===== config.mk =====
export PLATFORM = sky130hd
export DESIGN_NAME = watchdog_reset_sleep_control
export DESIGN_NICKNAME = d
export VERILOG_FILES = /design/src/inc/watchdog_reset_sleep_pkg.sv /design/src/design/watchdog_reset_sleep_control.sv
export SDC_FILE = /design/constraint.sdc
export NUM_CORES = 1
export LEC_CHECK = 0
export BUFFER_PORTS_ARGS = -buffer_cell sky130_fd_sc_hd__buf_4
export CORE_MARGIN = 2
export CORE_UTILIZATION = 35
export DETAILED_ROUTE_END_ITERATION = 8
export GPL_ROUTABILITY_DRIVEN = 0
export SLEW_MARGIN = 20
export SYNTH_ARGS = -nofsm -noshare
export SYNTH_HDL_FRONTEND = slang
export SYNTH_SLANG_ARGS = --single-unit

===== constraint.sdc =====
create_clock -name i_ref_clk -period 4.25 [get_ports i_ref_clk]
set_clock_uncertainty 0.15 [all_clocks]
set_input_delay 0.425 -clock i_ref_clk [delete_from_list [all_inputs] [get_ports i_ref_clk]]
set_output_delay 0.425 -clock i_ref_clk [all_outputs]
set_load 0.02 [all_outputs]

===== src/inc/watchdog_reset_sleep_pkg.sv =====
// Constants for the reset-timing, watchdog and sleep block
package watchdog_reset_sleep_pkg;

   // Reference clock rate
   localparam int unsigned CLK_FREQ_KHZ       = 250000;

   // Reset delay timer nominal period
   localparam int unsigned RESET_DELAY_US     = 18000;
   localparam int unsigned RESET_DELAY_CYCLES = (RESET_DELAY_US * (CLK_FREQ_KHZ / 1000));

   // Watchdog base period, prescaler not assigned
   localparam int unsigned WATCHDOG_BASE_US     = 18000;
   localparam int unsigned WATCHDOG_BASE_CYCLES = (WATCHDOG_BASE_US * (CLK_FREQ_KHZ / 1000));

   // Prescaler configuration layout
   localparam int unsigned CFG_WIDTH               = 6;
   localparam logic [5:0]  CFG_RESET_VALUE         = 6'h3f;
   localparam int unsigned CFG_CLOCK_SOURCE_POS    = 5;
   localparam int unsigned CFG_EDGE_SELECT_POS     = 4;
   localparam int unsigned CFG_PRESCALER_ASSIGN_POS = 3;
   localparam int unsigned CFG_RATIO_LSB           = 0;
   localparam int unsigned CFG_RATIO_WIDTH         = 3;

   // Prescaler counter width, largest ratio 1:128
   localparam int unsigned PRESCALER_WIDTH = 7;

   // Status flag values after power-up
   localparam logic        TIMEOUT_FLAG_RESET   = 1'b1;
   localparam logic        POWERDOWN_FLAG_RESET = 1'b1;

   // I/O pins held across sleep
   localparam int unsigned IO_PIN_COUNT = 12;

endpackage


===== src/design/watchdog_reset_sleep_control.sv =====
// Reset delay timer, watchdog counter, sleep control and reset-cause flags
// Notes on behaviour
// - Delay timer holds processor in reset
// - Delay counts after master clear goes high
// - Watchdog time-out restarts the delay timer
// - Watchdog runs on own clock during sleep
// - Watchdog time-out gives full device reset
// - Time-out clears timeout flag, keeps powerdown flag
// - Fuse at zero disables watchdog while held low
// - Base period 18 ms, prescaled to 1:128
// - Watchdog clear resets counter, sets both flags
// - Sleep clears watchdog, sets timeout, clears powerdown
// - Flag pair encodes the last reset cause
// - Only four events change the status flags
// - Events act regardless of current flag values
// - Pins keep their drive state in sleep
// - Watchdog reset never drives master clear pin
// - Only master clear or time-out wakes
// - Watchdog cleared on every wake-up
// - Wake-up restarts through the reset path
`timescale 1ns/1ps
`default_nettype none

module watchdog_reset_sleep_control
   import watchdog_reset_sleep_pkg::*;
#(
   parameter int unsigned RESET_DELAY_CNT = RESET_DELAY_CYCLES,
   parameter int unsigned WATCHDOG_CNT    = WATCHDOG_BASE_CYCLES,
   parameter int unsigned PIN_COUNT       = IO_PIN_COUNT
) (
   input  wire logic                 i_ref_clk,
   input  wire logic                 i_reset,
   input  wire logic                 i_master_clear_pin_n,
   input  wire logic                 i_watchdog_enable_fuse,
   input  wire logic                 i_watchdog_clear_instr,
   input  wire logic                 i_sleep_instr,
   input  wire logic                 i_prescaler_config_wr,
   input  wire logic [CFG_WIDTH-1:0] i_prescaler_config_data,
   input  wire logic [PIN_COUNT-1:0] i_port_out,
   input  wire logic [PIN_COUNT-1:0] i_port_oe,
   output logic                      o_core_reset,
   output logic                      o_timeout_flag,
   output logic                      o_powerdown_flag,
   output logic                      o_sleeping,
   output logic                      o_osc_driver_en,
   output logic                      o_watchdog_timeout,
   output logic [CFG_WIDTH-1:0]      o_prescaler_config,
   output logic [PIN_COUNT-1:0]      o_port_out,
   output logic [PIN_COUNT-1:0]      o_port_oe,
   output logic                      o_master_clear_pin_oe
);

   localparam int unsigned DELAY_W = (RESET_DELAY_CNT > 1) ? $clog2(RESET_DELAY_CNT) : 1;
   localparam int unsigned WDOG_W  = (WATCHDOG_CNT > 1) ? $clog2(WATCHDOG_CNT) : 1;
   localparam logic [DELAY_W-1:0] DELAY_LAST = DELAY_W'(RESET_DELAY_CNT - 1);
   localparam logic [WDOG_W-1:0]  WDOG_LAST  = WDOG_W'(WATCHDOG_CNT - 1);

   typedef enum logic [1:0] {
      ST_HOLD,
      ST_DELAY,
      ST_RUN,
      ST_SLEEP
   } phase_t;

   typedef struct packed {
      phase_t                     phase;
      logic [DELAY_W-1:0]         delay_cnt;
      logic [WDOG_W-1:0]          wdog_cnt;
      logic [PRESCALER_WIDTH-1:0] presc_cnt;
      logic                       timeout_flag;
      logic                       powerdown_flag;
      logic [CFG_WIDTH-1:0]       prescaler_config;
      logic [PIN_COUNT-1:0]       port_out;
      logic [PIN_COUNT-1:0]       port_oe;
      logic                       core_reset;
      logic                       osc_driver_en;
      logic                       timeout_pulse;
      logic                       master_clear_pin_oe;
      logic                       sleeping;
   } state_t;

   // Events allowed to change the flag pair
   typedef enum logic [1:0] {
      EV_NONE,
      EV_TIMEOUT,
      EV_SLEEP,
      EV_CLEAR
   } flag_event_t;

   state_t state_reg;
   state_t state_next;

   // Mask of prescaler bits that must all be one for a tick
   function automatic logic [PRESCALER_WIDTH-1:0] ratio_mask(input logic [CFG_RATIO_WIDTH-1:0] ratio);
      logic [PRESCALER_WIDTH:0] one_hot;
      one_hot = (PRESCALER_WIDTH+1)'(1) << ratio;
      ratio_mask = PRESCALER_WIDTH'(one_hot - (PRESCALER_WIDTH+1)'(1));
   endfunction

   // Phases in which the watchdog oscillator advances the counter
   function automatic logic watchdog_phase(input phase_t phase);
      watchdog_phase = (phase == ST_RUN) || (phase == ST_SLEEP);
   endfunction

   // Only a running core issues instructions
   function automatic logic core_running(input phase_t phase);
      core_running = (phase == ST_RUN);
   endfunction

   // Flag pair, timeout then powerdown, after one event
   function automatic logic [1:0] next_flags(input flag_event_t event_kind,
                                             input logic [1:0]  flags);
      case (event_kind)
         EV_TIMEOUT: begin
            next_flags = {1'b0, flags[0]};
         end
         EV_SLEEP: begin
            next_flags = 2'h2;
         end
         EV_CLEAR: begin
            next_flags = 2'h3;
         end
         default: begin
            next_flags = flags;
         end
      endcase
   endfunction

   logic                        presc_assigned;
   logic [CFG_RATIO_WIDTH-1:0]  ratio_sel;
   logic                        wdog_tick;
   logic                        wdog_expire;
   logic                        wdog_active;
   logic                        master_clear_low;
   logic                        sleep_take;
   logic                        clear_take;
   logic                        config_take;
   flag_event_t                 flag_event;

   // Prescaler assignment and ratio fields
   assign presc_assigned = state_reg.prescaler_config[CFG_PRESCALER_ASSIGN_POS];
   assign ratio_sel      = state_reg.prescaler_config[CFG_RATIO_LSB +: CFG_RATIO_WIDTH];

   // Watchdog counts only while code runs or the core sleeps
   assign wdog_active = i_watchdog_enable_fuse &&
                        watchdog_phase(state_reg.phase);

   // Prescaler output ticks once per selected ratio
   assign wdog_tick = !presc_assigned ||
                      ((state_reg.presc_cnt & ratio_mask(ratio_sel)) == ratio_mask(ratio_sel));

   assign wdog_expire = wdog_active && wdog_tick && (state_reg.wdog_cnt == WDOG_LAST);

   // Master clear low overrides every other event
   assign master_clear_low = !i_master_clear_pin_n;

   // Core instructions by priority: sleep, clear, then write
   assign sleep_take  = core_running(state_reg.phase) && i_sleep_instr;
   assign clear_take  = core_running(state_reg.phase) && !i_sleep_instr && i_watchdog_clear_instr;
   assign config_take = core_running(state_reg.phase) && !i_sleep_instr && !i_watchdog_clear_instr &&
                        i_prescaler_config_wr;

   // Event that decides the flag pair this cycle
   assign flag_event = master_clear_low ? EV_NONE    :
                       wdog_expire      ? EV_TIMEOUT :
                       sleep_take       ? EV_SLEEP   :
                       clear_take       ? EV_CLEAR   :
                                          EV_NONE;

   always_comb begin
      state_next               = state_reg;
      state_next.timeout_pulse = 1'b0;

      // Watchdog reset stays internal
      state_next.master_clear_pin_oe = 1'b0;

      // Pins follow the core except while asleep
      if (state_reg.phase != ST_SLEEP) begin
         state_next.port_out = i_port_out;
         state_next.port_oe  = i_port_oe;
      end

      // Watchdog and prescaler advance on their own clock
      if (wdog_active) begin
         if (presc_assigned) begin
            state_next.presc_cnt = state_reg.presc_cnt + PRESCALER_WIDTH'(1);
         end

         if (wdog_tick) begin
            state_next.wdog_cnt = state_reg.wdog_cnt + WDOG_W'(1);
         end
      end else begin
         // Reset and delay phases keep both counters cleared
         state_next.presc_cnt = '0;
         state_next.wdog_cnt  = '0;
      end

      case (state_reg.phase)
         ST_HOLD: begin
            // Delay timer waits for master clear high
            state_next.core_reset = 1'b1;
            state_next.delay_cnt  = '0;

            if (i_master_clear_pin_n) begin
               state_next.phase = ST_DELAY;
            end
         end

         ST_DELAY: begin
            state_next.core_reset = 1'b1;

            if (state_reg.delay_cnt == DELAY_LAST) begin
               state_next.phase      = ST_RUN;
               state_next.core_reset = 1'b0;
               state_next.delay_cnt  = '0;
            end else begin
               state_next.delay_cnt = state_reg.delay_cnt + DELAY_W'(1);
            end
         end

         ST_RUN: begin
            state_next.core_reset = 1'b0;

            if (sleep_take) begin
               // Enter sleep with a fresh watchdog
               state_next.phase     = ST_SLEEP;
               state_next.wdog_cnt  = '0;
               state_next.presc_cnt = '0;

               state_next.osc_driver_en = 1'b0;

               // Pins hold what they drove before the instruction
               state_next.port_out = state_reg.port_out;
               state_next.port_oe  = state_reg.port_oe;
            end else if (clear_take) begin
               state_next.wdog_cnt  = '0;
               state_next.presc_cnt = '0;
            end else if (config_take) begin
               state_next.prescaler_config = i_prescaler_config_data;
            end
         end

         ST_SLEEP: begin
            // Main oscillator stays off until a wake-up
            state_next.osc_driver_en = 1'b0;
         end

         default: begin
            state_next.phase = ST_HOLD;
         end
      endcase

      // Watchdog time-out: internal reset through the delay timer
      if (wdog_expire) begin
         state_next.phase         = ST_DELAY;
         state_next.delay_cnt     = '0;
         state_next.core_reset    = 1'b1;
         state_next.timeout_pulse = 1'b1;

         state_next.wdog_cnt  = '0;
         state_next.presc_cnt = '0;

         state_next.osc_driver_en    = 1'b1;
         state_next.prescaler_config = CFG_RESET_VALUE;
      end

      // Master clear low: reset or wake, flags untouched
      if (master_clear_low) begin
         state_next.phase         = ST_HOLD;
         state_next.delay_cnt     = '0;
         state_next.core_reset    = 1'b1;
         state_next.timeout_pulse = 1'b0;

         state_next.wdog_cnt  = '0;
         state_next.presc_cnt = '0;

         state_next.osc_driver_en    = 1'b1;
         state_next.prescaler_config = CFG_RESET_VALUE;
      end

      // Only the four listed events touch the flags
      {state_next.timeout_flag, state_next.powerdown_flag} =
         next_flags(flag_event, {state_reg.timeout_flag, state_reg.powerdown_flag});

      // Sleep indication registered with the phase
      state_next.sleeping = (state_next.phase == ST_SLEEP);
   end

   always_ff @(posedge i_ref_clk) begin
      if (i_reset) begin
         // Power-up: both flags set, core held
         state_reg.phase     <= ST_HOLD;
         state_reg.sleeping  <= 1'b0;

         // Counters
         state_reg.delay_cnt <= '0;
         state_reg.wdog_cnt  <= '0;
         state_reg.presc_cnt <= '0;

         // Reset-cause flags
         state_reg.timeout_flag   <= TIMEOUT_FLAG_RESET;
         state_reg.powerdown_flag <= POWERDOWN_FLAG_RESET;

         // Configuration and pins
         state_reg.prescaler_config <= CFG_RESET_VALUE;
         state_reg.port_out         <= '0;
         state_reg.port_oe          <= '0;

         // Core, oscillator and pulses
         state_reg.core_reset    <= 1'b1;
         state_reg.osc_driver_en <= 1'b1;
         state_reg.timeout_pulse <= 1'b0;
         state_reg.master_clear_pin_oe       <= 1'b0;
      end else begin
         state_reg <= state_next;
      end
   end

   // Every output is a field of the state register
   assign o_core_reset          = state_reg.core_reset;
   assign o_timeout_flag        = state_reg.timeout_flag;
   assign o_powerdown_flag      = state_reg.powerdown_flag;
   assign o_sleeping            = state_reg.sleeping;
   assign o_osc_driver_en       = state_reg.osc_driver_en;
   assign o_watchdog_timeout    = state_reg.timeout_pulse;

   assign o_prescaler_config    = state_reg.prescaler_config;

   assign o_port_out            = state_reg.port_out;
   assign o_port_oe             = state_reg.port_oe;

   assign o_master_clear_pin_oe = state_reg.master_clear_pin_oe;

endmodule

`default_nettype wire


### Word-level counts from Yosys, hierarchy flattened

Index checks and enable logic that the tools add are counted.

* flip-flop bits (word level): 92
* input bits: 37
* output and inout bits: 37
* word-level logic and storage cells: 87

* $add $sub $neg: 4
* eq/ne operators: 13
* shifts and indexed selects: 1
* multiplexer cells: 26
* bitwise operators: 5
* reductions and logical operators: 24

Operators by type and width (number)
* 30-bit 2-to-1 mux: 4
* 55-bit 2-to-1 mux: 2
* 24-bit 2-to-1 mux: 3
* 23-bit by 1-bit adder with 23-bit output, second input constant: 2
* 23-bit equality test, second input constant: 2
* 23-bit 2-to-1 mux: 2
* 23-bit one-hot mux with 2 select lines: 1
* 2-bit 2-to-1 mux: 6
* 2-bit one-hot mux with 3 select lines: 2
* 2-bit equality test, second input constant: 5
* 1-bit logical AND: 8
* 7-bit by 1-bit adder with 7-bit output, second input constant: 1
* 7-bit AND: 1
* 7-bit equality test: 1
* 7-bit 2-to-1 mux: 1
* 1-bit by 3-bit left shift with 7-bit output, first input constant: 1
* 7-bit by 1-bit subtractor with 7-bit output, second input constant: 1
* 2-bit inequality test, second input constant: 3
* 2-bit nonzero test: 3
* 3-bit nonzero test: 2
* 2-bit by 1-bit equality test with 1-bit output, second input constant: 2
* 1-bit inverter: 4
* 2-bit AND reduction: 2
* 4-bit AND reduction: 1
* 8 further kinds: 13

### Longest topological paths before layout

* word-level depth: 13
* depth in mapped cells: 10
* mapped depth without buffers: 7

### Worst setup path before layout

OpenSTA, ideal clock, no wires.

* path type: register to register
* start point: reg state_reg[67] (netlist bit)
* end point: reg state_reg[89] (netlist bit)
* setup time: 0.122 ns
* arrival: 1.983 ns
* required time: 3.978 ns
* path slack: 1.996 ns
* stages on the path, launching flop included: 10
* buffers on the path: 2
* period minus slack after synthesis: 2.254 ns
* cells stage by stage: dfxtp_1 > ha_1 > and4_1 > clkbuf_1 > nand4b_1 > o21ai_1 > clkbuf_1 > a41oi_1 > o21ai_0 > a21oi_1

* cells in the longest elaborated chain, start to end: 3
* elaborated cells between the ends (all ways): 4
* classes of those cells: 1 x add/sub; 1 x eq/ne; 2 x mux

Ends and longest elaborated chain
* start, declared: line watchdog_reset_sleep_control.sv:90 `state_t state_reg;`
* start signal, assigned: line watchdog_reset_sleep_control.sv:315 `state_reg <= state_next;`
* 23-bit by 1-bit adder with 23-bit output / 23-bit equality test (equally long branches): line watchdog_reset_sleep_control.sv:217, watchdog_reset_sleep_control.sv:212
* 23-bit 2-to-1 mux *: line watchdog_reset_sleep_control.sv:212 `if (state_reg.delay_cnt == DELAY_LAST) begin`
* 23-bit one-hot mux with 2 select lines *: line watchdog_reset_sleep_control.sv:198 `case (state_reg.phase)`

Every way passes the cells marked *; elsewhere a longest branch is shown, timed or not.
A chain may end at the register's enable or synchronous reset.

### Worst setup path in the final report

* start point: reg state_reg[60] (netlist bit)
* end point: reg state_reg[74] (netlist bit)

* cells in the longest elaborated chain, start to end: 3

Ends and longest elaborated chain
* 23-bit equality test: line watchdog_reset_sleep_control.sv:152 `assign wdog_expire = wdog_active && wdog_tick && (state_reg.wdog_cnt == WDOG_LAST);`
* 1-bit logical AND: line watchdog_reset_sleep_control.sv:152
* 3-bit OR reduction (no source line)

Every way passes these cells.

==> metrics.csv <==
stage,metric,value,unit
status,status,"complete, no violations",
setup_path,worst path arrival time,3.05,ns
placed_design,Placed Instances,720,
global_routing,vias in the first global route,3474,
cts,clock root buffer,clkbuf_16,
detailed_routing,DR pass1 iterations,4,
logic_synthesis,#FFs+latches synth,91,
cts,Max clock buf depth,2,
global_routing,gr ovfl total,0,
detailed_routing,Post-DRT Antenna Nets,0,
pwr,Power Density,358,nW/um2
detailed_routing,vias per inst,5.17,
flow_run,Max-cap violations,0,
finish,fillers,1296,
finish,most frequent cells in the layout,"91 x dfxtp_1, 82 x nand2_1, 76 x buf_4, 43 x a21oi_1, 34 x nor2_1",
logic_synthesis,Yosys top cell area share,40.9,%
finish,Nets,599,
logic_synthesis,synth top area cells,"dfxtp_1 41%, nand2_1 6.9%, buf_4 5.6%",
finish,"most common cell after layout, fill and taps aside",dfxtp_1,
detailed_routing,wire per inst,13.6,um
cts,hold_buf cts,0,
die,die area,13700,um2
timing,minimum clock period,3.01,ns
finish,register area,1820,um2
detailed_routing,initial DRC count,219,
timing,setup TNS,0,ns
logic_synthesis,largest area contributor in the netlist,dfxtp_1,
timing,Fin. Hold Viols,0,
placed_design,I/O Buffers,72,
cts,clock-pin slew on the worst setup and hold paths,0.07,ns
die,Core Box Area,12500,um2
timing,RSZ-0062 raised after global routing,no,
detailed_routing,via count,3807,
logic_synthesis,warnings from Yosys,0,
die,starting density of the core,35.6,%
finish,multi-input logic area,2230,um2
timing,final setup fails,0,
timing,Max Freq,0.332,GHz
detailed_routing,Routed WL,9980,um
finish,"Cell Count, Final, Fillers Out",736,
finish,antenna diode instance count,0,
setup_path,CP required,4.29,ns
global_routing,initial antenna violation count,0,
die,I/O Pins,74,
global_routing,All-Layer GR Usage,15.1,%
finish,Layout area overhead,16.8,%
global_routing,largest net degree at the start of global routing,28,
logic_synthesis,dominant synthesized flop cell,dfxtp_1,
timing,Final Cycle Share,70.9,%
logic_synthesis,syn nets,571,
setup_path,Critical Path Sink Type,flop,
placed_design,post-DP HPWL,6830,um
cts,clk sinks,91,
timing,Slew headroom,29.5,%
placed_design,post-place setup slack,1.25,ns
global_routing,first-pass GRT wire length,16500,um
timing,final worst setup slack,1.24,ns
logic_synthesis,register area share after synthesis,40.9,%
die,die height,117,um
logic_synthesis,Netlist cell types,58,
finish,layout cells sized above 1,21.8,%
timing,Pins Over Slew Limit,0,
logic_synthesis,"FFs w/ async S/R, synth",0,%
pwr,Leakage,1.87,nW
pwr,Worst VDD drop,0.000183,V
finish,final core utilization,41.6,%
logic_synthesis,Syn Inst Count,531,
finish,max reg flops,55,
cts,CTS Buf Count,9,
setup_path,CP Launch Type,flop,
setup_path,critical path class,reg -> reg,
hold_path,worst hold path type,in -> reg,
logic_synthesis,synthesized area,4460,um2
timing,slew of the pin with the lowest slew margin,1.06,ns
cts,H-tree depth,3,
die,die span in x,117,um
logic_synthesis,number of flops mapped to enable cells by yosys,0,
cts,post-CTS setup buffers,0,
cts,CTS tree,done,
cts,clock latency on the worst-skew pair,0.35,ns
setup_path,CP max FO,25,
detailed_routing,drt drc,0,
logic_synthesis,Post-Syn Area per Cell,8.39,um2
die,Std-Cell Rows,41,
cts,PostCTS Resize Cnt,0,
[where the power goes]
part / switching, mW / internal, mW / leakage (nW)
clock network: 0.366 / 0.527 / 0.163
logic: 0.0524 / 0.0474 / 0.967
registers: 0.00789 / 0.865 / 0.740
[critical path, stage by stage (launching register included)]
cell	delay, ns
dfxtp_1	0.35
nor4b_1	0.35
nand4_1	0.14
nor4_1	0.54
nand4_1	0.33
nand2b_1	0.84
nor3_1	0.13
[cells by family after synthesis]
group	after synthesis	share of synthesized area, %
fa+ha+maj	3	0.842
compound gates	127	19.5
xor+xnor	11	2.16
simple gates	221	25.6
buf+inv	69	9.21
other cells	1	0.0841
mux	8	1.80
flops	91	40.9
[synthesized netlist by cell type, types with 3 or more instances]
| cell | instances |
|---|---|
| buf_4 | 33 |
| nor4b_1 | 5 |
| xor2_1 | 7 |
| and3_1 | 5 |
| and2_1 | 3 |
| a41oi_1 | 6 |
| nand3_1 | 19 |
| or2_2 | 4 |
| ha_1 | 3 |
| nor3_1 | 3 |
| dfxtp_1 | 91 |
| or4_1 | 5 |
| nand4_1 | 16 |
| a21oi_2 | 17 |
| nand2b_1 | 4 |
| o21ai_0 | 22 |
| or3_1 | 17 |
| a311oi_1 | 10 |
| nor2b_1 | 4 |
| and4_1 | 4 |
| buf_6 | 3 |
| nand2_1 | 82 |
| nor2_1 | 34 |
| o31ai_1 | 4 |
| a31oi_1 | 5 |
| clkbuf_1 | 18 |
| buf_2 | 3 |
| nor4_1 | 4 |
| mux2i_1 | 8 |
| xnor2_1 | 4 |
| nor2_2 | 3 |
| inv_1 | 9 |
| a21oi_1 | 43 |
[area by class of cell]
| type | instances | area share (%) |
|---|---|---|
| Clock buffer | 9 | 4.33 |
| Clock inverter | 7 | 2.04 |
| Inverter | 10 | 0.721 |
| Multi-Input combinational cell | 371 | 42.8 |
| Sequential cell | 91 | 35.0 |
| Tap cell | 172 | 4.13 |
| Timing Repair Buffer | 76 | 11.0 |
[path summary, 6_finish.rpt]
| check | start | end | slack [ns] | depth (start not counted) |
|---|---|---|---|---|
| worst min-delay path | i_prescaler_config_data[3] | o_prescaler_config[3] | 0.14 | 3 |
| worst max-delay path | state_reg[60] | state_reg[74] | 1.24 | 6 |
| worst min register to register | o_port_out[11] | o_port_out[11] | 0.30 | 2 |
| worst max register to register | state_reg[60] | state_reg[74] | 1.24 | 6 |
[layer usage]
layer	wire length, um	part of all wire (%)	GRT usage, %
met1	4690	47	20.2
met4	186	1.9	6.20
met3	558	5.6	3.40
met2	4550	46	23.6
met5	0	0	0
[metrics by stage]
| stage | instance area, um2 | hold WS, ns | total power [mW] |
|---|---|---|---|
| finish | 5200 | 0.141 | 1.87 |
| global placement | 4870 | 0.288 | 0.991 |
| detailed placement | 4870 | 0.295 | 0.993 |
| global route | 5200 | 0.151 | 1.93 |
| floorplan | 4460 | 0.282 | 0.957 |
| CTS | 5200 | 0.130 | 1.89 |
Note: power is estimated with default switching activity, not from simulation.
